## src/ucie_defs.svh

```systemverilog
// constants of the serial control block: register indices, field positions, timing counts
// assumes inclusion by bare name from the package, from the top module and from the port checker
`ifndef UCIE_DEFS_SVH
`define UCIE_DEFS_SVH
// register indices; byte address is four times the index
`define UCIE_IDX_ASTAT 6'h00
`define UCIE_IDX_AIRQ  6'h01
`define UCIE_IDX_AFEAT 6'h02
`define UCIE_IDX_CTRL  6'h03
`define UCIE_IDX_CFG   6'h08
`define UCIE_IDX_FLAGS 6'h09
`define UCIE_RST_REG   8'h00
// tx_rx_control fields
`define UCIE_B_EMPTY_EN 7
`define UCIE_B_DONE_EN  6
`define UCIE_B_FULL_EN  5
`define UCIE_B_IDLE_EN  4
`define UCIE_B_TXON     3
`define UCIE_B_RXON     2
`define UCIE_B_SLEEP    1
`define UCIE_B_BRKSND   0
// alt_irq_enable and alternative status fields
`define UCIE_B_EDGE 7
`define UCIE_B_BERV 2
`define UCIE_B_BERR 1
`define UCIE_B_BRK  0
// alt_feature_control fields
`define UCIE_B_IRON 7
`define UCIE_B_TNPH 6
`define UCIE_B_TNPL 5
`define UCIE_B_BEMH 2
`define UCIE_B_BEML 1
`define UCIE_B_BKDF 0
// own configuration fields
`define UCIE_B_MAPSEL 0
`define UCIE_B_LBRK 1
`define UCIE_B_WL9  2
`define UCIE_B_RPOL 3
// 32 ticks per bit; 16x tick n is 32x count 2*(n-1)
`define UCIE_TICK_LAST 5'h1f
`define UCIE_POS_S9    5'h10
`define UCIE_POS_S13   5'h18
`define UCIE_POS_MID   5'h10
`define UCIE_PW_3_16   5'h06
`define UCIE_PW_1_16   5'h02
`define UCIE_PW_1_32   5'h01
`define UCIE_PW_1_4    5'h08
// frame and break lengths in bits
`define UCIE_FRAME8    4'ha
`define UCIE_FRAME9    4'hb
`define UCIE_LBRK8     4'hd
`define UCIE_LBRK9     4'he
`endif

```

## src/ucie_pkg.sv

```systemverilog
// types and shared decoders of the serial control block
// assumes ucie_defs.svh on the include path
`default_nettype none
package ucie_pkg;
`include "ucie_defs.svh"
	typedef logic [7:0] ucie_reg_t;
	typedef enum logic [1:0] {
		SEQ_IDLE     = 2'b00,
		SEQ_PREAMBLE = 2'b01,
		SEQ_BREAK    = 2'b10
	} ucie_seq_t;
	typedef enum logic [1:0] {
		BERR_OFF  = 2'b00,
		BERR_AT9  = 2'b01,
		BERR_AT13 = 2'b10,
		BERR_RSVD = 2'b11
	} ucie_berr_t;

	function automatic logic [3:0] ucie_frame_len(input logic word9);
		return word9 ? `UCIE_FRAME9 : `UCIE_FRAME8;
	endfunction

	function automatic logic [3:0] ucie_break_len(input logic word9, input logic long_brk);
		if (long_brk)
			return word9 ? `UCIE_LBRK9 : `UCIE_LBRK8;
		return ucie_frame_len(word9);
	endfunction
endpackage
`default_nettype wire

```

## src/ucie_seq_if.sv

```systemverilog
// carrier between the control registers and the line sequencer
// assumes both ends run on the same clock
`timescale 1ns/1ns
`default_nettype none
interface ucie_seq_if;
	logic       tick;
	logic       tx_on;
	logic       break_send;
	logic       long_break;
	logic       word9;
	logic       data_bit;
	logic       line;
	logic       busy;
	logic [4:0] pos;
	modport seq (input tick, tx_on, break_send, long_break, word9, data_bit,
		output line, busy, pos);
	modport ctl (output tick, tx_on, break_send, long_break, word9, data_bit,
		input line, busy, pos);
endinterface
`default_nettype wire

```

## src/ucie_top.sv

```systemverilog
// serial control registers, interrupt enables, break and bit-error logic
// assumes a classic Wishbone master, a 32-per-bit TICK32 enable from the baud
// generator, and status flags from the receiver and transmitter
`timescale 1ns/1ns
`default_nettype none
`include "ucie_defs.svh"

module ucie_top (
	// clock and reset
	input  wire logic                 CLK,
	input  wire logic                 SRST,
	// wishbone slave
	input  wire logic                 WB_CYC,
	input  wire logic                 WB_STB,
	input  wire logic                 WB_WE,
	input  wire logic [7:0]           WB_ADR,
	input  wire logic [3:0]           WB_SEL,
	input  wire logic [31:0]          WB_DAT_I,
	output logic      [31:0]          WB_DAT_O,
	output logic                      WB_ACK,
	// serial pins
	input  wire logic                 RXD,
	output logic                      TXD_O,
	output logic                      TXD_OE,
	// baud and shifter side
	input  wire logic                 TICK32,
	input  wire logic                 TX_DATA_BIT,
	input  wire logic                 WAKE_EVENT,
	// status flags of the rest of the interface
	input  wire logic                 TX_EMPTY,
	input  wire logic                 TX_DONE,
	input  wire logic                 RX_FULL,
	input  wire logic                 OVERRUN,
	input  wire logic                 IDLE_LINE,
	// controls to the rest of the interface
	output ucie_pkg::ucie_reg_t       CTRL_STATE,
	output logic                      TX_BUSY,
	output logic                      IRQ
);
	import ucie_pkg::*;

	ucie_reg_t  tx_rx_control;
	ucie_reg_t  alt_irq_enable;
	ucie_reg_t  alt_feature_control;
	ucie_reg_t  cfg;
	logic [2:0] alt_flags;
	logic [2:0] alt_set;
	logic       bit_err_val;
	logic       rx_prev;
	logic       rx_lvl;
	logic [3:0] low_run;
	logic       acc;
	logic       wr;
	logic [5:0] idx;
	logic       alt_map_select;
	logic       mid_tick;
	logic       berr_tick;
	ucie_berr_t bit_err_mode;
	logic [4:0] pulse_w;
	logic [31:0] next_dat;
	logic       next_irq;

	ucie_seq_if sb ();

	assign acc            = WB_CYC && WB_STB && !WB_ACK;
	assign wr             = acc && WB_WE && WB_SEL[0];
	assign idx            = WB_ADR[7:2];
	assign alt_map_select = cfg[`UCIE_B_MAPSEL];
	assign bit_err_mode   = ucie_berr_t'(alt_feature_control[`UCIE_B_BEMH:`UCIE_B_BEML]);
	assign rx_lvl         = RXD ^ cfg[`UCIE_B_RPOL];
	assign mid_tick       = TICK32 && (sb.pos == `UCIE_POS_MID);

	// address decode; alternative indices only count when the map is selected
	function automatic logic hit(input logic [5:0] a, input logic [5:0] want, input logic alt);
		return (a == want) && (!alt || alt_map_select);
	endfunction

	//==================================================================
	// line sequencer
	assign sb.tick       = TICK32;
	assign sb.tx_on      = tx_rx_control[`UCIE_B_TXON];
	assign sb.break_send = tx_rx_control[`UCIE_B_BRKSND];
	assign sb.long_break = cfg[`UCIE_B_LBRK];
	assign sb.word9      = cfg[`UCIE_B_WL9];
	assign sb.data_bit   = TX_DATA_BIT;

	ucie_txseq u_seq (
		.clk  (CLK),
		.srst (SRST),
		.sb   (sb.seq)
	);

	//==================================================================
	// wishbone answer: one wait state, ack never held two cycles
	always_ff @(posedge CLK)
	begin
		if (SRST)
			WB_ACK <= 1'b0;
		else
			WB_ACK <= acc;
	end

	always_comb
	begin
		next_dat = 32'h0000_0000;
		if (hit(idx, `UCIE_IDX_ASTAT, 1'b1))
		begin
			next_dat[`UCIE_B_EDGE] = alt_flags[2];
			next_dat[`UCIE_B_BERV] = bit_err_val;
			next_dat[`UCIE_B_BERR] = alt_flags[1];
			next_dat[`UCIE_B_BRK]  = alt_flags[0];
		end
		else if (hit(idx, `UCIE_IDX_AIRQ, 1'b1))
			next_dat[7:0] = alt_irq_enable;
		else if (hit(idx, `UCIE_IDX_AFEAT, 1'b1))
			next_dat[7:0] = alt_feature_control;
		else if (hit(idx, `UCIE_IDX_CTRL, 1'b0))
			next_dat[7:0] = tx_rx_control;
		else if (hit(idx, `UCIE_IDX_CFG, 1'b0))
			next_dat[7:0] = cfg;
		else if (hit(idx, `UCIE_IDX_FLAGS, 1'b0))
			next_dat[4:0] = {IDLE_LINE, OVERRUN, RX_FULL, TX_DONE, TX_EMPTY};
	end

	always_ff @(posedge CLK)
	begin
		if (SRST)
			WB_DAT_O <= 32'h0000_0000;
		else if (acc && !WB_WE)
			WB_DAT_O <= next_dat;
	end

	//==================================================================
	// registers written by software
	always_ff @(posedge CLK)
	begin
		if (SRST)
			alt_irq_enable <= `UCIE_RST_REG;
		else if (wr && hit(idx, `UCIE_IDX_AIRQ, 1'b1))
			alt_irq_enable <= WB_DAT_I[7:0];
	end

	always_ff @(posedge CLK)
	begin
		if (SRST)
			alt_feature_control <= `UCIE_RST_REG;
		else if (wr && hit(idx, `UCIE_IDX_AFEAT, 1'b1))
			alt_feature_control <= WB_DAT_I[7:0];
	end

	always_ff @(posedge CLK)
	begin
		if (SRST)
			cfg <= `UCIE_RST_REG;
		else if (wr && hit(idx, `UCIE_IDX_CFG, 1'b0))
			cfg <= {4'h0, WB_DAT_I[3:0]};
	end

	// a wakeup clears standby unless software writes the register that cycle
	always_ff @(posedge CLK)
	begin
		if (SRST)
			tx_rx_control <= `UCIE_RST_REG;
		else if (wr && hit(idx, `UCIE_IDX_CTRL, 1'b0))
			tx_rx_control <= WB_DAT_I[7:0];
		else if (WAKE_EVENT)
			tx_rx_control[`UCIE_B_SLEEP] <= 1'b0;
	end

	always_ff @(posedge CLK)
	begin
		if (SRST)
			CTRL_STATE <= `UCIE_RST_REG;
		else
			CTRL_STATE <= tx_rx_control;
	end

	//==================================================================
	// events feeding the alternative flags
	always_ff @(posedge CLK)
	begin
		if (SRST)
			rx_prev <= 1'b1;
		else
			rx_prev <= RXD;
	end

	// polarity 0 reacts to a fall, polarity 1 to a rise
	assign alt_set[2] = (rx_prev ^ RXD) && (rx_prev ^ cfg[`UCIE_B_RPOL]);

	always_comb
	begin
		case (bit_err_mode)
			BERR_AT9:  berr_tick = TICK32 && (sb.pos == `UCIE_POS_S9);
			BERR_AT13: berr_tick = TICK32 && (sb.pos == `UCIE_POS_S13);
			default:   berr_tick = 1'b0;
		endcase
	end

	// checked only while the pin is ours; reserved mode checks nothing
	assign alt_set[1] = berr_tick && tx_rx_control[`UCIE_B_TXON] && (RXD != sb.line);

	always_ff @(posedge CLK)
	begin
		if (SRST)
			bit_err_val <= 1'b0;
		else if (alt_set[1])
			bit_err_val <= RXD;
	end

	// run of low samples taken mid-bit; the flag fires once per run
	always_ff @(posedge CLK)
	begin
		if (SRST)
			low_run <= 4'h0;
		else if (!alt_feature_control[`UCIE_B_BKDF] || !tx_rx_control[`UCIE_B_RXON])
			low_run <= 4'h0;
		else if (mid_tick)
		begin
			if (rx_lvl)
				low_run <= 4'h0;
			else if (low_run != ucie_frame_len(cfg[`UCIE_B_WL9]))
				low_run <= low_run + 4'h1;
		end
	end

	assign alt_set[0] = mid_tick && !rx_lvl && alt_feature_control[`UCIE_B_BKDF]
		&& tx_rx_control[`UCIE_B_RXON]
		&& (low_run == ucie_frame_len(cfg[`UCIE_B_WL9]) - 4'h1);

	// write-one-to-clear; a set in the same cycle wins
	generate
		for (genvar i = 0; i < 3; i++)
		begin : g_flag
			always_ff @(posedge CLK)
			begin
				if (SRST)
					alt_flags[i] <= 1'b0;
				else if (alt_set[i])
					alt_flags[i] <= 1'b1;
				else if (wr && hit(idx, `UCIE_IDX_ASTAT, 1'b1)
					&& WB_DAT_I[(i == 2) ? `UCIE_B_EDGE : i])
					alt_flags[i] <= 1'b0;
			end
		end
	endgenerate

	//==================================================================
	// interrupt request; standby silences the receiver's own flags
	always_comb
	begin
		next_irq = 1'b0;
		if (alt_irq_enable[`UCIE_B_EDGE] && alt_flags[2])
			next_irq = 1'b1;
		if (alt_irq_enable[`UCIE_B_BERR] && alt_flags[1])
			next_irq = 1'b1;
		if (alt_irq_enable[`UCIE_B_BRK] && alt_flags[0])
			next_irq = 1'b1;
		if (tx_rx_control[`UCIE_B_EMPTY_EN] && TX_EMPTY)
			next_irq = 1'b1;
		if (tx_rx_control[`UCIE_B_DONE_EN] && TX_DONE)
			next_irq = 1'b1;
		if (!tx_rx_control[`UCIE_B_SLEEP])
		begin
			if (tx_rx_control[`UCIE_B_FULL_EN] && (RX_FULL || OVERRUN))
				next_irq = 1'b1;
			if (tx_rx_control[`UCIE_B_IDLE_EN] && IDLE_LINE)
				next_irq = 1'b1;
		end
	end

	always_ff @(posedge CLK)
	begin
		if (SRST)
			IRQ <= 1'b0;
		else
			IRQ <= next_irq;
	end

	//==================================================================
	// transmit pin with optional narrow-pulse coding
	always_comb
	begin
		case (alt_feature_control[`UCIE_B_TNPH:`UCIE_B_TNPL])
			2'b01:   pulse_w = `UCIE_PW_1_16;
			2'b10:   pulse_w = `UCIE_PW_1_32;
			2'b11:   pulse_w = `UCIE_PW_1_4;
			default: pulse_w = `UCIE_PW_3_16;
		endcase
	end

	// in infrared mode a zero bit is a short high pulse at bit start
	always_ff @(posedge CLK)
	begin
		if (SRST)
		begin
			TXD_O  <= 1'b1;
			TXD_OE <= 1'b0;
		end
		else
		begin
			TXD_OE <= tx_rx_control[`UCIE_B_TXON];
			if (!tx_rx_control[`UCIE_B_TXON])
				TXD_O <= 1'b1;
			else if (alt_feature_control[`UCIE_B_IRON])
				TXD_O <= !sb.line && (sb.pos < pulse_w);
			else
				TXD_O <= sb.line;
		end
	end

	always_ff @(posedge CLK)
	begin
		if (SRST)
			TX_BUSY <= 1'b0;
		else
			TX_BUSY <= sb.busy;
	end
endmodule
`default_nettype wire

```

## src/ucie_txseq.sv

```systemverilog
// transmit line sequencer: idle preamble and break characters over the shifter's data
// assumes a 32-per-bit tick enable and the shifter's bit on data_bit while idle
`timescale 1ns/1ns
`default_nettype none
module ucie_txseq (
	// clock and reset
	input  wire logic clk,
	input  wire logic srst,
	// control side
	ucie_seq_if.seq   sb
);
	import ucie_pkg::*;

	ucie_seq_t  state;
	logic [4:0] pos;
	logic [4:0] pos_q;
	logic [3:0] left;
	logic       on_prev;
	logic       brk_prev;
	logic       pre_pend;
	logic       brk_pend;
	logic       bit_end;
	logic       next_line;

	assign bit_end = sb.tick && (pos == `UCIE_TICK_LAST);
	assign sb.pos  = pos_q;
	assign sb.busy = (state != SEQ_IDLE);

	always_ff @(posedge clk)
	begin
		if (srst)
			pos <= 5'h00;
		else if (sb.tick)
			pos <= pos + 5'h01;
	end

	// the count goes out one cycle late so it lines up with the registered line;
	// otherwise a pulse would be clipped at break start and a stray one follow it
	always_ff @(posedge clk)
	begin
		if (srst)
			pos_q <= 5'h00;
		else
			pos_q <= pos;
	end

	always_ff @(posedge clk)
	begin
		if (srst)
		begin
			on_prev  <= 1'b0;
			brk_prev <= 1'b0;
		end
		else
		begin
			on_prev  <= sb.tx_on;
			brk_prev <= sb.break_send;
		end
	end

	// a fresh enable queues one preamble; the set beats a same-cycle start
	always_ff @(posedge clk)
	begin
		if (srst)
			pre_pend <= 1'b0;
		else if (sb.tx_on && !on_prev)
			pre_pend <= 1'b1;
		else if (!sb.tx_on || (bit_end && state == SEQ_IDLE && !brk_pend && !sb.break_send))
			pre_pend <= 1'b0;
	end

	// a short pulse on break_send still yields one whole break
	always_ff @(posedge clk)
	begin
		if (srst)
			brk_pend <= 1'b0;
		else if (sb.break_send && !brk_prev)
			brk_pend <= 1'b1;
		else if (!sb.tx_on || (bit_end && state == SEQ_IDLE))
			brk_pend <= 1'b0;
	end

	always_ff @(posedge clk)
	begin
		if (srst)
		begin
			state <= SEQ_IDLE;
			left  <= 4'h0;
		end
		else if (!sb.tx_on)
			state <= SEQ_IDLE;
		else if (bit_end)
		begin
			case (state)
				SEQ_IDLE:
				begin
					if (brk_pend || sb.break_send)
					begin
						state <= SEQ_BREAK;
						left  <= ucie_break_len(sb.word9, sb.long_break);
					end
					else if (pre_pend)
					begin
						state <= SEQ_PREAMBLE;
						left  <= ucie_frame_len(sb.word9);
					end
				end
				SEQ_PREAMBLE:
				begin
					left <= left - 4'h1;
					if (left == 4'h1)
						state <= SEQ_IDLE;
				end
				SEQ_BREAK:
				begin
					left <= left - 4'h1;
					if (left == 4'h1)
					begin
						if (sb.break_send)
							left <= ucie_break_len(sb.word9, sb.long_break);
						else
							state <= SEQ_IDLE;
					end
				end
				default:
					state <= SEQ_IDLE;
			endcase
		end
	end

	always_comb
	begin
		case (state)
			SEQ_BREAK:    next_line = 1'b0;
			SEQ_PREAMBLE: next_line = 1'b1;
			default:      next_line = sb.data_bit;
		endcase
	end

	always_ff @(posedge clk)
	begin
		if (srst)
			sb.line <= 1'b1;
		else
			sb.line <= next_line;
	end
endmodule
`default_nettype wire

```

## config.mk

```make
export PLATFORM = sky130hd
export DESIGN_NAME = ucie_top
export DESIGN_NICKNAME = d
export VERILOG_FILES = /design/src/ucie_pkg.sv /design/src/ucie_seq_if.sv /design/src/ucie_top.sv /design/src/ucie_txseq.sv
export VERILOG_INCLUDE_DIRS = /design/src /design/src/src
export SDC_FILE = /design/constraint.sdc
export NUM_CORES = 1
export LEC_CHECK = 0
export CORE_UTILIZATION = 50
export DETAILED_ROUTE_END_ITERATION = 10
export DONT_BUFFER_PORTS = 1
export GPL_TIMING_DRIVEN = 0
export MAX_ROUTING_LAYER = met4
export PLACE_DENSITY = 0.63
export SLEW_MARGIN = 20
export SYNTH_ARGS = -nofsm -noshare
export SYNTH_HDL_FRONTEND = slang
export SYNTH_SLANG_ARGS = --single-unit
```

## constraint.sdc

```tcl
create_clock -name CLK -period 5.8 [get_ports CLK]
set_input_delay 0.58 -clock CLK [delete_from_list [all_inputs] [get_ports CLK]]
set_output_delay 0.58 -clock CLK [all_outputs]
set_load 0.01 [all_outputs]
```

==> flow_metrics.py <==
metrics = {
    "pwr": {
        "seqPwrFrac": 0.550,
        "comb_power_share": 0.068,
        "internal_power_consumption_uw": 717.7,
        "clkPwrFrac": 0.382,
        "power.static_leakage_nw": 1.696,
        "power.switching_fraction": 0.2532,
        "switchingPower_uw": 243.4,
        "maximum_vdd_drop_uv": 235.0,
        "pwr_density_cell_mw_per_mm2": 218.8,
    },
    "clocking": {
        "cts_made_buffers": 9,
        "clkLatencyLatePin_ns": 0.35,
        "tritoncts": "done",
        "clkSlewWorstSetupHoldPaths_ns": 0.08,
        "h-tree-depth": 3,
        "cts_resized": 0,
        "cts_buffer_depth": 2,
        "post_cts.repair.setup_buffers": 0,
        "cts.root.buffer_cell": "clkbuf_8",
        "hold_buffers": 0,
        "cts.sink_count": 76,
    },
    "sta": {
        "unrepaired_setup_endpoints_after_global_routing": "no",
        "timing_hold_violations_final": 0,
        "final.setup_skew_ns": 0.007179,
        "report.final.setup_viol": 0,
        "max-slew-margin-rel": 0.5111,
        "period_share": 0.3547,
        "min_period_ns": 2.057,
        "worst_slew_pin_slew_ns": 0.7306,
        "slew_viol_final": 0,
        "totalNegativeSetupSlack_ns": 0,
        "achievable-frequency_mhz": 486.0,
    },
    "yosys": {
        "yosys.area_share.xor_xnor": 0.01314,
        "synth-edff-count": 0,
        "area_fraction_in_compound_gates_after_synthesis": 0.1542,
        "sequential_area_share_after_synthesis": 0.3804,
        "synth-async-reset-ratio": 0,
        "post_synth_fa_ha_maj_area_fraction": 0.04692,
        "synth_top_family_by_area": "simple AND/OR/NAND/NOR gates",
        "fraction_of_synthesized_area_in_multiplexers": 0.07007,
        "synth_simple_gate_area_share": 0.2427,
        "syn-instance-count": 449,
        "post_synth_instance_area_mm2": 0.004000,
        "post_synth.cell_area_avg_um2": 8.909,
        "ys.flop_type": "dfxtp_1",
        "yosys_warnings": 0,
        "synthDistinctLibCells": 66,
        "ys_ff_latch": 76,
    },
    "cells_and_area": {
        "final_nets": 556,
        "area_delta_synth_final_pct": 9.790,
        "final_cell_count_no_fill": 590,
        "final_core_util": 0.5683,
        "final_cell_mix": "dfxtp_1 (76), nor2_1 (33), nand2_1 (28), mux2i_1 (28), a21oi_1 (27)",
        "antenna_cells": 0,
        "fill_cell_total_of_the_finished_layout": 726,
        "drive_gt1_frac": 0.1332,
        "final_area_mm2": 0.004392,
        "layout_commonest_cell": "dfxtp_1",
    },
    "floorplan": {
        "design.core.area_mm2": 0.007727,
        "floorplan.die_area_mm2": 0.008362,
        "die-height_um": 91.45,
        "std_cell_rows": 32,
        "io-pin-count": 103,
        "dieWidth_um": 91.45,
        "initial_utilization": 0.5176,
    },
    "hold_path": {
        "holdCritPathClass": "input pin to flip-flop",
        "hold_path_depth": 1,
    },
    "setup_path": {
        "worst-setup-path-type": "flip-flop to flip-flop",
        "cpMaxStageDelayCell": "or4b_1",
        "cp_data_arrival_time_ns": 2.34,
        "cp_common_cell": "ha_1",
        "worst_setup_path_end_kind": "flip-flop",
        "critical_path.top_delay_family": "simple AND/OR/NAND/NOR gates",
        "r2r_setup_slack_ns": 3.74,
        "worst-endpoint-required_ns": 6.08,
        "critical_path_peak_fanout": 7,
        "critical-path-max-stage-delay_ns": 0.50,
        "worst_r2r_path_depth": 7,
        "critical_path_depth": 7,
        "critical_path_buf_inv_count": 0,
        "crit_path_start_kind": "flip-flop",
        "timing.critical_path.cells": "ha_1, and3_1, ha_1, nand4b_1, nand2b_1, or4b_1, a31oi_1",
    },
    "routing": {
        "detailroute.via_count": 3254,
        "postRouteAntennaNets": 0,
        "route.detailed.wl_per_inst_um": 16.59,
        "drt-total-wl_um": 9790,
        "drt_pre_antenna_iters": 5,
        "drcViolationCount": 0,
        "drt-vias-per-instance": 5.515,
        "drt_first_iter_violations": 189,
    },
    "run_status": {
        "result_of_the_run": "completed",
    },
    "global_routing": {
        "gr-total-overflow": 0,
        "grt_antenna_before_repair": 0,
        "first_global_vias": 3134,
        "grt_start_max_net_pins": 14,
        "track_usage": 0.2529,
        "wire_length_of_the_first_global_routing_pass_um": 15880,
    },
    "run": {
        "maxCapViolations": 0,
    },
    "placement": {
        "post-place-cells": 574,
        "hpwlAfterDp_um": 7436,
        "gp_routability_congestion": 0.9065,
        "dpl_cell_area_mm2": 0.004214,
        "portBuffers": 0,
    },
}
synth_stat cells (all sizes together), types with 2 or more instances:
cell type | count | share of area
o21ai | 19 | 0.024
xnor2 | 3 | 0.0066
nor3 | 3 | 0.0050
a31oi | 6 | 0.0094
nand3b | 6 | 0.011
a211o | 2 | 0.0044
a221o | 3 | 0.0075
or2 | 2 | 0.0031
nand2 | 28 | 0.026
nor4 | 2 | 0.0069
and3b | 7 | 0.015
or3b | 3 | 0.0066
ha | 15 | 0.047
nor2b | 18 | 0.028
mux2i | 28 | 0.070
buf | 36 | 0.063
clkbuf | 12 | 0.011
a22oi | 3 | 0.0056
dfxtp | 76 | 0.38
o22ai | 3 | 0.0047
a21o | 5 | 0.0094
nand4 | 3 | 0.0063
and2 | 2 | 0.0031
nand4b | 2 | 0.0044
inv | 18 | 0.017
o31a | 3 | 0.0066
and3 | 3 | 0.0047
and4bb | 3 | 0.0094
a21oi | 27 | 0.034
a2bb2oi | 2 | 0.0044
or3 | 5 | 0.0091
o31ai | 4 | 0.0075
nand2b | 11 | 0.017
nand3 | 23 | 0.029
nor2 | 33 | 0.031
a21boi | 2 | 0.0038
xor2 | 3 | 0.0066
a211oi | 3 | 0.0056
or4b | 4 | 0.010
area by class of cell:
class | count | area [um2] | share of cell area
multi-input combinational | 330 | 2198 | 0.5006
inverter | 18 | 67.56 | 0.01538
clock inverter | 6 | 40.04 | 0.009117
buffer | 48 | 299.0 | 0.06809
sequential | 76 | 1521 | 0.3464
clock buffer | 10 | 137.6 | 0.03134
tap | 102 | 127.6 | 0.02906
state kept, by name, summed over array words and instances, names as in the netlist:
register / cells
CTRL_STATE: 8
WB_DAT_O: 8
alt_feature_control: 8
alt_irq_enable: 8
tx_rx_control: 8
u_seq.pos: 5
u_seq.sb.pos: 5
cfg: 4
low_run: 4
u_seq.left: 4
alt_flags: 3
u_seq.state: 2
IRQ: 1
TXD_O: 1
TX_BUSY: 1
WB_ACK: 1
bit_err_val: 1
rx_prev: 1
u_seq.brk_pend: 1
u_seq.pre_pend: 1
u_seq.sb.line: 1
per-layer routing:
layer	track usage	vias to the layer above	share of wire
met1	0.3335	1520	0.47
met3	0.04439	21	0.056
met5	-	-	0
met2	0.3860	99	0.45
li1	-	1614	-
met4	0.09656	0	0.023
power by group through the flow:
stage / clock (mW) / sequential [mW] / combinational [mW]
floorplan: 0 / 0.540 / 0.0519
global placement: 0 / 0.541 / 0.0633
detailed placement: 0 / 0.541 / 0.0640
CTS: 0.375 / 0.529 / 0.0642
global route: 0.400 / 0.530 / 0.0710
finish: 0.367 / 0.529 / 0.0649
final timing paths:
check / from / end
worst max-delay path: u_seq.pos[0]$_SDFFE_PP0P_ / u_seq.left[2]$_SDFFE_PP0P_
worst min-delay path: SRST / CTRL_STATE[2]$_SDFF_PP0_
worst max register to register: u_seq.pos[0]$_SDFFE_PP0P_ / u_seq.left[2]$_SDFFE_PP0P_
worst min register to register: alt_irq_enable[6]$_SDFFE_PP0P_ / alt_irq_enable[6]$_SDFFE_PP0P_
per-stage QoR:
stage | worst slack (ns) | power, mW | hold slack [ns]
finish | 3.743 | 0.9610 | 0.3212
global route | 3.624 | 1.000 | 0.3110
CTS | 3.749 | 0.9680 | 0.3136
detailed placement | 3.692 | 0.6052 | 0.4702
global placement | 3.674 | 0.6044 | 0.4628
floorplan | 3.950 | 0.5922 | 0.4517
cells by family (layout without fill, tap and decap cells):
logic type,count (synthesis),in the layout
AOI/OAI and AO/OA,94,94
and+or+nand+nor,163,163
adders and majority gates,15,15
other,1,24
DFF,76,76
muxes,28,28
buffers and inverters,66,82
xor gates and xnor gates,6,6
No activity file was read; power rests on OpenSTA's default activity.
